### src/rtl/genlock_ctrl_pkg.sv
// genlock_ctrl_pkg: sub-addresses, field positions, reset values and codes
// for the sync-lock and input-gain control registers.
// assumes a byte-wide register write/read port decoded by sub-address.
`default_nettype none
package genlock_ctrl_pkg;
  // sub-addresses
  localparam logic [7:0] SYNC_LOCK_ADDR  = 8'h04;
  localparam logic [7:0] INPUT_GAIN_ADDR = 8'h05;
  localparam logic [7:0] GAIN_ADJ_ADDR   = 8'h1D;
  // reset values
  localparam logic [7:0] SYNC_LOCK_RST   = 8'h09;
  localparam logic [7:0] INPUT_GAIN_RST  = 8'h10;
  // sync_lock_control fields
  localparam int ASPECT_BIT     = 7;
  localparam int FREEZE_BIT     = 6;
  localparam int DUTY_BIT       = 5;
  localparam int LINE_BIT       = 4;
  localparam int HMISS_BIT      = 3;
  localparam int VMISS_BIT      = 2;
  localparam int CLKSEL_LSB     = 0;
  // input_gain_control fields
  localparam int LOSS_LSB       = 6;
  localparam int GAIN_LSB       = 4;
  localparam int AAF_BIT        = 3;
  localparam int INSEL_LSB      = 0;
  // miss thresholds
  localparam logic [3:0] HMISS_LONG = 4'hC;
  localparam logic [3:0] VMISS_LONG = 4'h3;
  localparam logic [3:0] MISS_ONE   = 4'h1;
  // gain mode codes
  localparam logic [1:0] GAIN_UNITY  = 2'h0;
  localparam logic [1:0] GAIN_AUTO   = 2'h1;
  localparam logic [1:0] GAIN_FIXED  = 2'h2;
  localparam logic [1:0] GAIN_FREEZE = 2'h3;
  // lock-loss codes
  localparam logic [1:0] LOSS_AUTO   = 2'h0;
  localparam logic [1:0] LOSS_KEEP   = 2'h1;
  localparam logic [1:0] LOSS_SWITCH = 2'h2;
  // output colour formats (from the output format register)
  localparam logic [2:0] FMT_YC16   = 3'h0;
  localparam logic [2:0] FMT_YC8    = 3'h1;
  localparam logic [2:0] FMT_PAR656 = 3'h2;
  localparam logic [2:0] FMT_RGB15  = 3'h3;
  localparam logic [2:0] FMT_RGB16  = 3'h4;
  typedef enum logic [1:0] {FRZ_RUN, FRZ_PEND, FRZ_HELD, FRZ_RESUME} freeze_state_t;
endpackage : genlock_ctrl_pkg
`default_nettype wire

### src/rtl/sync_miss_counter.sv
// sync_miss_counter: counts consecutive missing sync pulses and pulses
// acquire_out when the selected threshold is reached.
// assumes miss/seen strobes are one-cycle pulses on sys_clk_in.
`default_nettype none
module sync_miss_counter
(
  // clock and reset
  input  wire logic       sys_clk_in,
  input  wire logic       rstn_in,
  // sync events
  input  wire logic       miss_in,
  input  wire logic       seen_in,
  input  wire logic [3:0] limit_in,
  // result
  output logic            acquire_out
);
  logic [3:0] count_r;

  always_ff @(posedge sys_clk_in)
  begin
    if (!rstn_in)
    begin
      count_r     <= 4'h0;
      acquire_out <= 1'b0;
    end
    else
    begin
      acquire_out <= 1'b0;
      if (seen_in)
        count_r <= 4'h0;
      else if (miss_in)
      begin
        // restart after firing so a persistent loss keeps re-requesting acquisition
        if (count_r + 4'h1 >= limit_in)
        begin
          count_r     <= 4'h0;
          acquire_out <= 1'b1;
        end
        else
          count_r <= count_r + 4'h1;
      end
    end
  end
endmodule : sync_miss_counter
`default_nettype wire

### src/rtl/pixel_valid_gen.sv
// pixel_valid_gen: forms the pixel-valid strobe from format and timing bits.
// assumes pixel_rate_in, line and active strobes come from the same clock.
`default_nettype none
module pixel_valid_gen
(
  // clock and reset
  input  wire logic       sys_clk_in,
  input  wire logic       rstn_in,
  // configuration
  input  wire logic [2:0] out_format_in,
  input  wire logic       duty_sel_in,
  input  wire logic       line_sel_in,
  // timing
  input  wire logic       pixel_rate_in,
  input  wire logic       line_lock_in,
  input  wire logic       active_video_in,
  input  wire logic       active_line_in,
  input  wire logic       line_time_in,
  input  wire logic       pixel_clock_in,
  // strobe
  output logic            pixel_valid_strobe_out
);
  logic wide_mode;
  logic pace;
  logic window;
  logic strobe_nxt;

  always_comb
  begin
    wide_mode = (out_format_in == genlock_ctrl_pkg::FMT_YC16)
             || (out_format_in == genlock_ctrl_pkg::FMT_RGB15)
             || (out_format_in == genlock_ctrl_pkg::FMT_RGB16);
    pace   = duty_sel_in ? line_lock_in : pixel_rate_in;
    window = line_sel_in ? line_time_in
                         : (active_video_in && active_line_in);
    if (wide_mode)
      strobe_nxt = pace && window;
    else
      // duty bit ignored in the 8-bit modes
      strobe_nxt = line_sel_in ? (active_video_in && pixel_clock_in)
                               : active_video_in;
  end

  always_ff @(posedge sys_clk_in)
  begin
    if (!rstn_in)
      pixel_valid_strobe_out <= 1'b0;
    else
      pixel_valid_strobe_out <= strobe_nxt;
  end
endmodule : pixel_valid_gen
`default_nettype wire

### src/rtl/genlock_input_ctrl.sv
// genlock_input_ctrl: sync-lock and input-gain control registers with
// their effect on timing freeze, lock acquisition, gain fallback and input routing.
// assumes a byte write/read port from the serial control bus slave on sys_clk_in;
// video timing strobes are same-clock, the pixel clock pin is synchronised here.
`default_nettype none
module genlock_input_ctrl
(
  // clock and reset
  input  wire logic       sys_clk_in,
  input  wire logic       rstn_in,
  // register port
  input  wire logic       reg_wr_in,
  input  wire logic       reg_rd_in,
  input  wire logic [7:0] reg_addr_in,
  input  wire logic [7:0] reg_wdata_in,
  output logic [7:0]      reg_rdata_out,
  output logic            reg_ack_out,
  // video timing
  input  wire logic [2:0] out_format_in,
  input  wire logic       field_end_in,
  input  wire logic       field_start_in,
  input  wire logic       hsync_seen_in,
  input  wire logic       hsync_miss_in,
  input  wire logic       vsync_seen_in,
  input  wire logic       vsync_miss_in,
  input  wire logic       locked_in,
  input  wire logic       pixel_rate_in,
  input  wire logic       line_lock_in,
  input  wire logic       active_video_in,
  input  wire logic       active_line_in,
  input  wire logic       line_time_in,
  input  wire logic       pixel_clock_in,
  // control outputs
  output logic            square_pixel_out,
  output logic            timing_frozen_out,
  output logic            h_acquire_out,
  output logic            v_acquire_out,
  output logic [1:0]      pixel_clock_sel_out,
  output logic [1:0]      agc_mode_out,
  output logic            gain_from_adjust_out,
  output logic            aaf_bypass_out,
  output logic [1:0]      input_select_out,
  output logic            input_luma_chroma_out,
  output logic            pixel_valid_strobe_out
);
  logic [7:0]  sync_lock_control_r;
  logic [7:0]  input_gain_control_r;
  logic        lock_lost;
  logic        locked_d_r;
  logic        pclk_meta_r;
  logic        pclk_sync_r;
  logic        h_acq;
  logic        v_acq;
  logic [1:0]  gain_mode;
  logic [1:0]  loss_sel;
  logic [1:0]  gain_nxt;
  genlock_ctrl_pkg::freeze_state_t frz_r;

  function automatic logic [7:0] read_mux(input logic [7:0] a,
                                          input logic [7:0] s,
                                          input logic [7:0] g);
    if (a == genlock_ctrl_pkg::SYNC_LOCK_ADDR)
      read_mux = s;
    else if (a == genlock_ctrl_pkg::INPUT_GAIN_ADDR)
      read_mux = g;
    else
      read_mux = 8'h00;
  endfunction : read_mux

  assign gain_mode = input_gain_control_r[genlock_ctrl_pkg::GAIN_LSB +: 2];
  assign loss_sel  = input_gain_control_r[genlock_ctrl_pkg::LOSS_LSB +: 2];
  assign lock_lost = locked_d_r && !locked_in;

  // gain fallback on sync loss
  always_comb
  begin
    gain_nxt = gain_mode;
    if (lock_lost && gain_mode != genlock_ctrl_pkg::GAIN_AUTO)
    begin
      case (loss_sel)
        genlock_ctrl_pkg::LOSS_AUTO:   gain_nxt = genlock_ctrl_pkg::GAIN_AUTO;
        genlock_ctrl_pkg::LOSS_KEEP:   gain_nxt = gain_mode;
        genlock_ctrl_pkg::LOSS_SWITCH:
          if (gain_mode == genlock_ctrl_pkg::GAIN_FREEZE)
            gain_nxt = genlock_ctrl_pkg::GAIN_AUTO;
        default:                       gain_nxt = gain_mode;
      endcase
    end
  end

  // registers; a host write to the input-gain register in the same cycle as a sync loss wins
  always_ff @(posedge sys_clk_in)
  begin
    if (!rstn_in)
    begin
      sync_lock_control_r  <= genlock_ctrl_pkg::SYNC_LOCK_RST;
      input_gain_control_r <= genlock_ctrl_pkg::INPUT_GAIN_RST;
    end
    else
    begin
      if (reg_wr_in && reg_addr_in == genlock_ctrl_pkg::SYNC_LOCK_ADDR)
        sync_lock_control_r <= reg_wdata_in;
      if (reg_wr_in && reg_addr_in == genlock_ctrl_pkg::INPUT_GAIN_ADDR)
        input_gain_control_r <= reg_wdata_in;
      else
        input_gain_control_r[genlock_ctrl_pkg::GAIN_LSB +: 2] <= gain_nxt;
    end
  end

  always_ff @(posedge sys_clk_in)
  begin
    if (!rstn_in)
    begin
      reg_rdata_out <= 8'h00;
      reg_ack_out   <= 1'b0;
    end
    else
    begin
      reg_ack_out <= reg_wr_in || reg_rd_in;
      if (reg_rd_in)
        reg_rdata_out <= read_mux(reg_addr_in, sync_lock_control_r, input_gain_control_r);
    end
  end

  always_ff @(posedge sys_clk_in)
  begin
    if (!rstn_in)
    begin
      locked_d_r  <= 1'b0;
      pclk_meta_r <= 1'b0;
      pclk_sync_r <= 1'b0;
    end
    else
    begin
      locked_d_r  <= locked_in;
      pclk_meta_r <= pixel_clock_in;
      pclk_sync_r <= pclk_meta_r;
    end
  end

  // freeze sequencing tied to field boundaries
  always_ff @(posedge sys_clk_in)
  begin
    if (!rstn_in)
      frz_r <= genlock_ctrl_pkg::FRZ_RUN;
    else
    begin
      case (frz_r)
        genlock_ctrl_pkg::FRZ_RUN:
          if (sync_lock_control_r[genlock_ctrl_pkg::FREEZE_BIT])
            frz_r <= genlock_ctrl_pkg::FRZ_PEND;
        genlock_ctrl_pkg::FRZ_PEND:
          if (!sync_lock_control_r[genlock_ctrl_pkg::FREEZE_BIT])
            frz_r <= genlock_ctrl_pkg::FRZ_RUN;
          else if (field_end_in)
            frz_r <= genlock_ctrl_pkg::FRZ_HELD;
        genlock_ctrl_pkg::FRZ_HELD:
          if (!sync_lock_control_r[genlock_ctrl_pkg::FREEZE_BIT])
            frz_r <= genlock_ctrl_pkg::FRZ_RESUME;
        genlock_ctrl_pkg::FRZ_RESUME:
          if (sync_lock_control_r[genlock_ctrl_pkg::FREEZE_BIT])
            frz_r <= genlock_ctrl_pkg::FRZ_HELD;
          else if (field_start_in)
            frz_r <= genlock_ctrl_pkg::FRZ_RUN;
        default:
          frz_r <= genlock_ctrl_pkg::FRZ_RUN;
      endcase
    end
  end

  sync_miss_counter u_hmiss
  (
    .sys_clk_in  (sys_clk_in),
    .rstn_in     (rstn_in),
    .miss_in     (hsync_miss_in),
    .seen_in     (hsync_seen_in),
    .limit_in    (sync_lock_control_r[genlock_ctrl_pkg::HMISS_BIT]
                  ? genlock_ctrl_pkg::MISS_ONE : genlock_ctrl_pkg::HMISS_LONG),
    .acquire_out (h_acq)
  );

  sync_miss_counter u_vmiss
  (
    .sys_clk_in  (sys_clk_in),
    .rstn_in     (rstn_in),
    .miss_in     (vsync_miss_in),
    .seen_in     (vsync_seen_in),
    .limit_in    (sync_lock_control_r[genlock_ctrl_pkg::VMISS_BIT]
                  ? genlock_ctrl_pkg::MISS_ONE : genlock_ctrl_pkg::VMISS_LONG),
    .acquire_out (v_acq)
  );

  pixel_valid_gen u_valid
  (
    .sys_clk_in             (sys_clk_in),
    .rstn_in                (rstn_in),
    .out_format_in          (out_format_in),
    .duty_sel_in            (sync_lock_control_r[genlock_ctrl_pkg::DUTY_BIT]),
    .line_sel_in            (sync_lock_control_r[genlock_ctrl_pkg::LINE_BIT]),
    .pixel_rate_in          (pixel_rate_in),
    .line_lock_in           (line_lock_in),
    .active_video_in        (active_video_in),
    .active_line_in         (active_line_in),
    .line_time_in           (line_time_in),
    .pixel_clock_in         (pclk_sync_r),
    .pixel_valid_strobe_out (pixel_valid_strobe_out)
  );

  // aspect and clock fields of the sync-lock register
  always_ff @(posedge sys_clk_in)
  begin
    if (!rstn_in)
    begin
      square_pixel_out    <= 1'b0;
      pixel_clock_sel_out <= 2'h1;
    end
    else
    begin
      square_pixel_out    <= sync_lock_control_r[genlock_ctrl_pkg::ASPECT_BIT];
      // reserved code 11 passed through; the host must not program it
      pixel_clock_sel_out <= sync_lock_control_r[genlock_ctrl_pkg::CLKSEL_LSB +: 2];
    end
  end

  // frozen from the held field until the next field start
  always_ff @(posedge sys_clk_in)
  begin
    if (!rstn_in)
      timing_frozen_out <= 1'b0;
    else
      timing_frozen_out <= (frz_r == genlock_ctrl_pkg::FRZ_HELD)
                        || (frz_r == genlock_ctrl_pkg::FRZ_RESUME);
  end

  // acquisition requests, one cycle each
  always_ff @(posedge sys_clk_in)
  begin
    if (!rstn_in)
    begin
      h_acquire_out <= 1'b0;
      v_acquire_out <= 1'b0;
    end
    else
    begin
      h_acquire_out <= h_acq;
      v_acquire_out <= v_acq;
    end
  end

  // effective gain mode seen by the gain loop
  always_ff @(posedge sys_clk_in)
  begin
    if (!rstn_in)
    begin
      agc_mode_out         <= genlock_ctrl_pkg::GAIN_AUTO;
      gain_from_adjust_out <= 1'b0;
    end
    else
    begin
      // lock-loss 10: auto until lock, then fixed gain
      if (loss_sel == genlock_ctrl_pkg::LOSS_SWITCH && gain_mode != genlock_ctrl_pkg::GAIN_AUTO)
        agc_mode_out <= locked_in ? genlock_ctrl_pkg::GAIN_FIXED
                                  : genlock_ctrl_pkg::GAIN_AUTO;
      else
        agc_mode_out <= gain_mode;
      gain_from_adjust_out <= (gain_mode == genlock_ctrl_pkg::GAIN_FIXED);
    end
  end

  // input routing; reserved 1xx codes fall back to composite input 1
  always_ff @(posedge sys_clk_in)
  begin
    if (!rstn_in)
    begin
      aaf_bypass_out        <= 1'b0;
      input_select_out      <= 2'h0;
      input_luma_chroma_out <= 1'b0;
    end
    else
    begin
      aaf_bypass_out <= input_gain_control_r[genlock_ctrl_pkg::AAF_BIT];
      if (input_gain_control_r[genlock_ctrl_pkg::INSEL_LSB + 2])
      begin
        input_select_out      <= 2'h0;
        input_luma_chroma_out <= 1'b0;
      end
      else
      begin
        input_select_out <= input_gain_control_r[genlock_ctrl_pkg::INSEL_LSB +: 2];
        input_luma_chroma_out <= (input_gain_control_r[genlock_ctrl_pkg::INSEL_LSB +: 2] == 2'h3);
      end
    end
  end
endmodule : genlock_input_ctrl
`default_nettype wire

### config.mk
export PLATFORM = sky130hd
export DESIGN_NAME = genlock_input_ctrl
export DESIGN_NICKNAME = d
export VERILOG_FILES = /design/src/rtl/genlock_ctrl_pkg.sv /design/src/rtl/sync_miss_counter.sv /design/src/rtl/pixel_valid_gen.sv /design/src/rtl/genlock_input_ctrl.sv
export SDC_FILE = /design/constraint.sdc
export NUM_CORES = 1
export LEC_CHECK = 0
export ABC_AREA = 1
export ABC_CLOCK_PERIOD_IN_PS = 3300
export BUFFER_PORTS_ARGS = -buffer_cell sky130_fd_sc_hd__clkbuf_2
export CAP_MARGIN = 20
export CORE_MARGIN = 2
export CORE_UTILIZATION = 40
export CTS_CLUSTER_DIAMETER = 200
export DETAILED_ROUTE_END_ITERATION = 8
export GPL_ROUTABILITY_DRIVEN = 0
export GPL_TIMING_DRIVEN = 0
export MAX_ROUTING_LAYER = met4
export PLACE_DENSITY_LB_ADDON = 0.15
export SLEW_MARGIN = 20
export SYNTH_ARGS = -nofsm -noshare
export SYNTH_HDL_FRONTEND = slang
export SYNTH_SLANG_ARGS = --single-unit
### constraint.sdc
create_clock -name sys_clk_in -period 3.3 [get_ports sys_clk_in]
set_clock_uncertainty 0.15 [all_clocks]
set_input_delay 0.33 -clock sys_clk_in [delete_from_list [all_inputs] [get_ports sys_clk_in]]
set_output_delay 0.33 -clock sys_clk_in [all_outputs]
set_load 0.01 [all_outputs]
Word-level counts from Yosys, hierarchy flattened
Index checks and enable logic that the tools add are counted.
{"block": "totals", "ff_bits": 54, "in_bits": 36, "output_inout_bits": 23, "elab_cells": 98}
{"block": "op_classes", "eq_ne": 17, "mux": 25, "reduce_logical": 25, "bitwise_logic": 3, "n_lt_le_gt_ge": 2, "n_addsub": 2}
{"operator": "$mux 2", "count": 12}
{"operator": "$eq 8x3->1 const B", "count": 2}
{"operator": "$mux 8", "count": 2}
{"operator": "$eq 2x2->1 const B", "count": 6}
{"operator": "$mux 4", "count": 3}
{"operator": "$ne 3x3->1 const B", "count": 3}
{"operator": "$add 4x1->4 const B", "count": 2}
{"operator": "$logic_and 1x1->1", "count": 8}
{"operator": "$pmux 2 s4", "count": 1}
{"operator": "$mux 1", "count": 6}
{"operator": "$reduce_or 2->1", "count": 3}
{"operator": "$reduce_or 3->1", "count": 2}
{"operator": "$ge 4x2->1", "count": 1}
{"operator": "$ge 4x4->1", "count": 1}
{"operator": "$logic_not 2->1", "count": 2}
{"operator": "$logic_or 1x1->1", "count": 4}
{"operator": "$ne 2x2->1 const B", "count": 2}
{"operator": "$pmux 2 s2", "count": 1}
{"operator": "$reduce_and 4->1", "count": 1}
{"operator": "$eq 3x2->1 const B", "count": 1}
{"operator": "$eq 3x3->1 const B", "count": 1}
{"operator": "$logic_not 3->1", "count": 1}
{"operator": "$not 1->1", "count": 3}
{"operator": "$reduce_and 3->1", "count": 1}
{"operator": "5 further kinds", "count": 5}

Longest topological paths before layout
{"block": "logic_depth", "word_depth": 5, "mapped_depth": 10, "depth_no_buf": 9}

Modules after synthesis
From an unflattened synthesis, not the netlist that was laid out.
{"block": "hier_totals", "cells_unflattened": 385, "area_unflattened_um2": 2670.1}
{"mod": "genlock_input_ctrl", "seq_area_each_um2": 860.8, "instances": 1, "area_per_inst_um2": 1841.8, "cells_each": 262}
{"mod": "sync_miss_counter", "seq_area_each_um2": 100.1, "instances": 2, "area_per_inst_um2": 350.3, "cells_each": 51}
{"mod": "pixel_valid_gen", "seq_area_each_um2": 20.0, "instances": 1, "area_per_inst_um2": 127.6, "cells_each": 21}

Least setup slack after synthesis
OpenSTA, ideal clock, no wires.
{"block": "synth_timing", "path_type": "reg-to-reg", "startpoint": "register u_hmiss.count_r[0]", "endpoint": "register u_hmiss.count_r[0]", "arrival_time_ns": 1.420, "path_stages_with_launch": 10, "required_time_ns": 3.080, "period_less_slack_ns": 1.640, "setup_slack_ns": 1.660, "setup_ns": 0.070, "path_buffers": 0, "cell_sequence": "dfxtp_1 -> ha_1 -> xnor2_1 -> inv_1 -> ha_1 -> nand4_1 -> nand3_1 -> nand2_1 -> nand2_1 -> a21oi_1"}
{"block": "synth_between", "elab_chain_len": 3}
{"element": "from (decl)", "line_no": "sync_miss_counter.sv:17", "rtl": "logic [3:0] count_r;"}
{"element": "from (signal assigned)", "line_no": "sync_miss_counter.sv:40", "rtl": "count_r <= count_r + 4'h1;"}
{"element": "$add 4x1->4 (*)", "line_no": "sync_miss_counter.sv:34, sync_miss_counter.sv:40"}
{"element": "$ge 4x4->1", "line_no": "sync_miss_counter.sv:34", "rtl": "if (count_r + 4'h1 >= limit_in)"}
{"element": "$mux 4 (*)", "line_no": "sync_miss_counter.sv:34"}
Mark *: on every way between the ends. The rest lies on a longest branch, timed or not.
A chain may end at the register's enable or synchronous reset.

Worst setup path after layout
{"block": "layout_timing", "startpoint": "register u_hmiss.count_r[0]", "endpoint": "register u_hmiss.count_r[3]"}
The elaborated chain is that of the path after synthesis.

==> results by group <==
Timing
  – Unrepaired setup endpoints after global routing: false
  – Period utilisation layout: 0.570
  – Worst path setup slack after routing: 1420 ps
  – Post-Route Setup TNS: 0 ps
  – Worst rel slew slack: 0.603
  – Count of final hold-check violations: 0
  – Pins over their slew limit: 0
  – Worst hold slack: 52.6 ps
  – Slew at the pin with the worst max-slew slack: 596 ps
  – Setup violators final: 0
  – Final period demand of the worst path: 1880 ps
  – Max Fclk: 0.532 GHz

Clocking
  – CTS buffer count: 5
  – Clock insertion delay at the later pin of the skew report: 300 ps
  – Resized Gates After CTS: 0
  – Clk sinks: 54
  – Maximum number of buffers from clock root to sink: 2
  – Number of H-tree levels: 2
  – Root buffer cell: sky130_fd_sc_hd__clkbuf_8
  – Clock-pin slew on the worst setup and hold paths: 100 ps
  – CTS tree: done
  – Post-CTS Setup Inserts: 0
  – Quantity of hold-fixing buffers added after cts: 0

Worst setup path
  – Worst Setup End Kind: flop
  – Required time of the critical path: about 3400 ps
  – Worst Path Arrival: around 2000 ps
  – Highest fanout seen on the critical path: 5
  – Critical path start-end classification: flop to flop
  – Startpoint types: flop

Floorplanning
  – Number of ports placed on the die boundary: 59
  – Number of rows created at floorplan: 28
  – Die Outline Area: 6580 µm²
  – Effective utilization at floorplan: 0.409
  – Die Y: 81.1 µm
  – Placeable core region: between 5000 and 6000 µm²
  – Chip Width: 81.1 µm

Final layout
  – Share of post-route cells with drive strength above 1: 0.236
  – Number of fill cells in the layout: 634
  – Core utilization of the finished layout: 0.489
  – Final antenna diode count: 0
  – Final-stage net count: between 400 and 500
  – Post-route non-filler standard cell count: roughly 470
  – Layout Area Growth over Synthesis: 19.7%

Synthesis
  – Nets in the synthesized netlist: 366
  – Post-synth cell types: 29
  – Count of warnings emitted by yosys: 0
  – Netlist Area Pre-Place: 2380 µm²
  – Gate Count Post-Synth: between 300 and 400
  – Sequential fraction of the synthesis area: 0.455
  – Mean area per synthesized cell: 7.31 µm²
  – Synth Register Bits: 54

Global routing
  – Antenna violations before repair: 0
  – Overall routing resource usage: 0.175
  – Maximum number of pins on one net before global-route repair: 18
  – First-pass GRT wire length: slightly below 9000 µm
  – Global route overflow: 0
  – Vias in the first global route: just under 2000

Routing
  – Met3 WL: 234 µm
  – Highest signal layer in the routed design: met4
  – Routed wire per std cell: 11.0 µm
  – Detailed router's first-iteration violation count: 122
  – Met2 WL: roughly 2300 µm
  – First drt pass iteration count: 4
  – Total number of vias: 2109
  – Met1 routed wirelength after detailed routing: 2570 µm
  – Antenna Nets Post-Route: 0
  – Via-per-instance ratio: 4.54
  – DRC violations left: 0
  – Final Routed Wirelength: 5140 µm

Flow run
  – Max Cap Viol: 0

Pwr
  – Maximum resistive drop on vdd: approximately 0.23 mV
  – Cell Pwr Density: 406 nW/µm²
  – Static leakage: around 1.4 nW

Hold path
  – Path type of the worst min-delay path: primary input to flop

Placed design
  – Port bufs: 57
  – Placed Instances: between 400 and 500
  – Total half-perimeter wirelength after legalization and detailed placement: 3920 µm
  – Worst slack at placement: 1460 ps

Run status
  – Result of the run: finished, final reports clean
routing by layer:
| metal | global-route usage | vias to the layer above |
|---|---|---|
| met5 | - | - |
| met4 | 0.0441 | 0 |
| met3 | 0.0444 | 2 |
| met2 | 0.279 | 47 |
| met1 | 0.223 | 915 |
| li1 | - | 1145 |
flip-flops by register name (all words and copies together), names as in the netlist, 2 cells and up, named ones only:
register              flops
input_gain_control_r      8
reg_rdata_out             8
sync_lock_control_r       8
u_hmiss.count_r           4
u_vmiss.count_r           4
agc_mode_out              2
input_select_out          2
pixel_clock_sel_out       2
per-stage QoR:
step	area [µm²]	total power, mW
floorplan	2380	0.750
global placement	2760	0.796
detailed placement	2760	0.798
CTS	2850	1.17
global route	2850	1.21
finish	2850	1.15
cell families after synthesis:
| kind of cell | count (synthesis) | share of synthesized area |
|---|---|---|
| buf+inv | 57 | 0.0968 |
| fa+ha+maj | 5 | 0.0263 |
| flops | 54 | 0.455 |
| compound gates | 32 | 0.0742 |
| simple gates | 174 | 0.337 |
| xor+xnor | 3 | 0.0111 |
Yosys cell counts:
master,count,area [µm²]
sky130_fd_sc_hd__nand2_2,3,18.8
sky130_fd_sc_hd__xnor2_1,2,17.5
sky130_fd_sc_hd__nor2_8,1,20.0
sky130_fd_sc_hd__nor2_2,2,12.5
sky130_fd_sc_hd__o21ai_0,12,60.1
sky130_fd_sc_hd__nand2_1,66,248
sky130_fd_sc_hd__nor2_4,2,22.5
sky130_fd_sc_hd__nand4_1,5,31.3
sky130_fd_sc_hd__xor2_1,1,8.76
sky130_fd_sc_hd__o211ai_1,1,7.51
sky130_fd_sc_hd__nor3_1,3,15.0
sky130_fd_sc_hd__a21oi_2,1,8.76
sky130_fd_sc_hd__nand3_2,3,30.0
sky130_fd_sc_hd__buf_2,3,15.0
sky130_fd_sc_hd__buf_6,1,11.3
sky130_fd_sc_hd__inv_2,4,15.0
sky130_fd_sc_hd__inv_1,44,165
sky130_fd_sc_hd__nand3_4,1,17.5
sky130_fd_sc_hd__ha_1,5,62.6
sky130_fd_sc_hd__o211a_1,1,10.0
sky130_fd_sc_hd__a21oi_1,15,75.1
sky130_fd_sc_hd__nor2_1,49,184
sky130_fd_sc_hd__dfxtp_1,54,1080
sky130_fd_sc_hd__clkinv_4,1,8.76
sky130_fd_sc_hd__a31oi_1,1,6.26
sky130_fd_sc_hd__o2111ai_1,1,8.76
sky130_fd_sc_hd__or2_2,5,31.3
sky130_fd_sc_hd__clkbuf_1,4,15.0
sky130_fd_sc_hd__nand3_1,34,170
cell usage in the layout (no fill, tap or decap):
| master | count |
|---|---|
| sky130_fd_sc_hd__nand4_1 | 5 |
| sky130_fd_sc_hd__clkinv_4 | 2 |
| sky130_fd_sc_hd__inv_2 | 4 |
| sky130_fd_sc_hd__dfxtp_1 | 54 |
| sky130_fd_sc_hd__o211ai_1 | 1 |
| sky130_fd_sc_hd__or2_2 | 5 |
| sky130_fd_sc_hd__nand3_2 | 3 |
| sky130_fd_sc_hd__nor2_2 | 2 |
| sky130_fd_sc_hd__a21oi_2 | 1 |
| sky130_fd_sc_hd__o21ai_0 | 12 |
| sky130_fd_sc_hd__xor2_1 | 1 |
| sky130_fd_sc_hd__nor2_8 | 1 |
| sky130_fd_sc_hd__buf_6 | 1 |
| sky130_fd_sc_hd__clkbuf_8 | 5 |
| sky130_fd_sc_hd__nor2_4 | 2 |
| sky130_fd_sc_hd__nor2_1 | 49 |
| sky130_fd_sc_hd__clkinvlp_4 | 1 |
| sky130_fd_sc_hd__buf_2 | 3 |
| sky130_fd_sc_hd__a21oi_1 | 15 |
| sky130_fd_sc_hd__o211a_1 | 1 |
| sky130_fd_sc_hd__o2111ai_1 | 1 |
| sky130_fd_sc_hd__clkbuf_2 | 57 |
| sky130_fd_sc_hd__ha_1 | 5 |
| sky130_fd_sc_hd__nand3_1 | 34 |
| sky130_fd_sc_hd__nand3_4 | 1 |
| sky130_fd_sc_hd__nor3_1 | 3 |
| sky130_fd_sc_hd__clkbuf_1 | 4 |
| sky130_fd_sc_hd__nand2_2 | 3 |
| sky130_fd_sc_hd__clkinv_2 | 1 |
| sky130_fd_sc_hd__a31oi_1 | 1 |
| sky130_fd_sc_hd__inv_1 | 44 |
| sky130_fd_sc_hd__xnor2_1 | 2 |
| sky130_fd_sc_hd__nand2_1 | 66 |
area by class of cell:
cell class                 count  area, µm²  area share
tap                           75       93.8      0.0330
inverter                      49        189      0.0664
multi-input combinational    214       1070       0.375
buffer                         8       41.3      0.0145
clock buffer                   5       68.8      0.0242
timing repair buffer          57        285       0.100
sequential                    54       1080       0.380
clock inverter                 3       21.3     0.00747
path summary, 6_finish.rpt:
check / from / end / slack, ps / depth (start not counted)
setup / recovery: u_hmiss.count_r[0] / u_hmiss.count_r[3] / 1420 / 8
hold / removal: pixel_clock_in / pclk_meta_r / 50 / 3
setup reg to reg: u_hmiss.count_r[0] / u_hmiss.count_r[3] / 1420 / 8
hold reg to reg: pclk_meta_r / pclk_sync_r / 270 / 2
power by group:
group,switching [mW],internal (mW),total [mW]
logic,0.0659,0.0439,0.110
registers,0.00710,0.665,0.672
clock network,0.223,0.150,0.373
total,0.296,0.859,1.15
worst max-delay path, cell delays in order, from the launching register on:
cell	delay (ps)
sky130_fd_sc_hd__dfxtp_1	410
sky130_fd_sc_hd__nand3_1	110
sky130_fd_sc_hd__xnor2_1	240
sky130_fd_sc_hd__ha_1	300
sky130_fd_sc_hd__a21oi_1	150
sky130_fd_sc_hd__nand3_1	110
sky130_fd_sc_hd__nand2_1	90
sky130_fd_sc_hd__nand2_1	100
sky130_fd_sc_hd__a21oi_1	130
No activity file was read; power rests on OpenSTA's default activity.
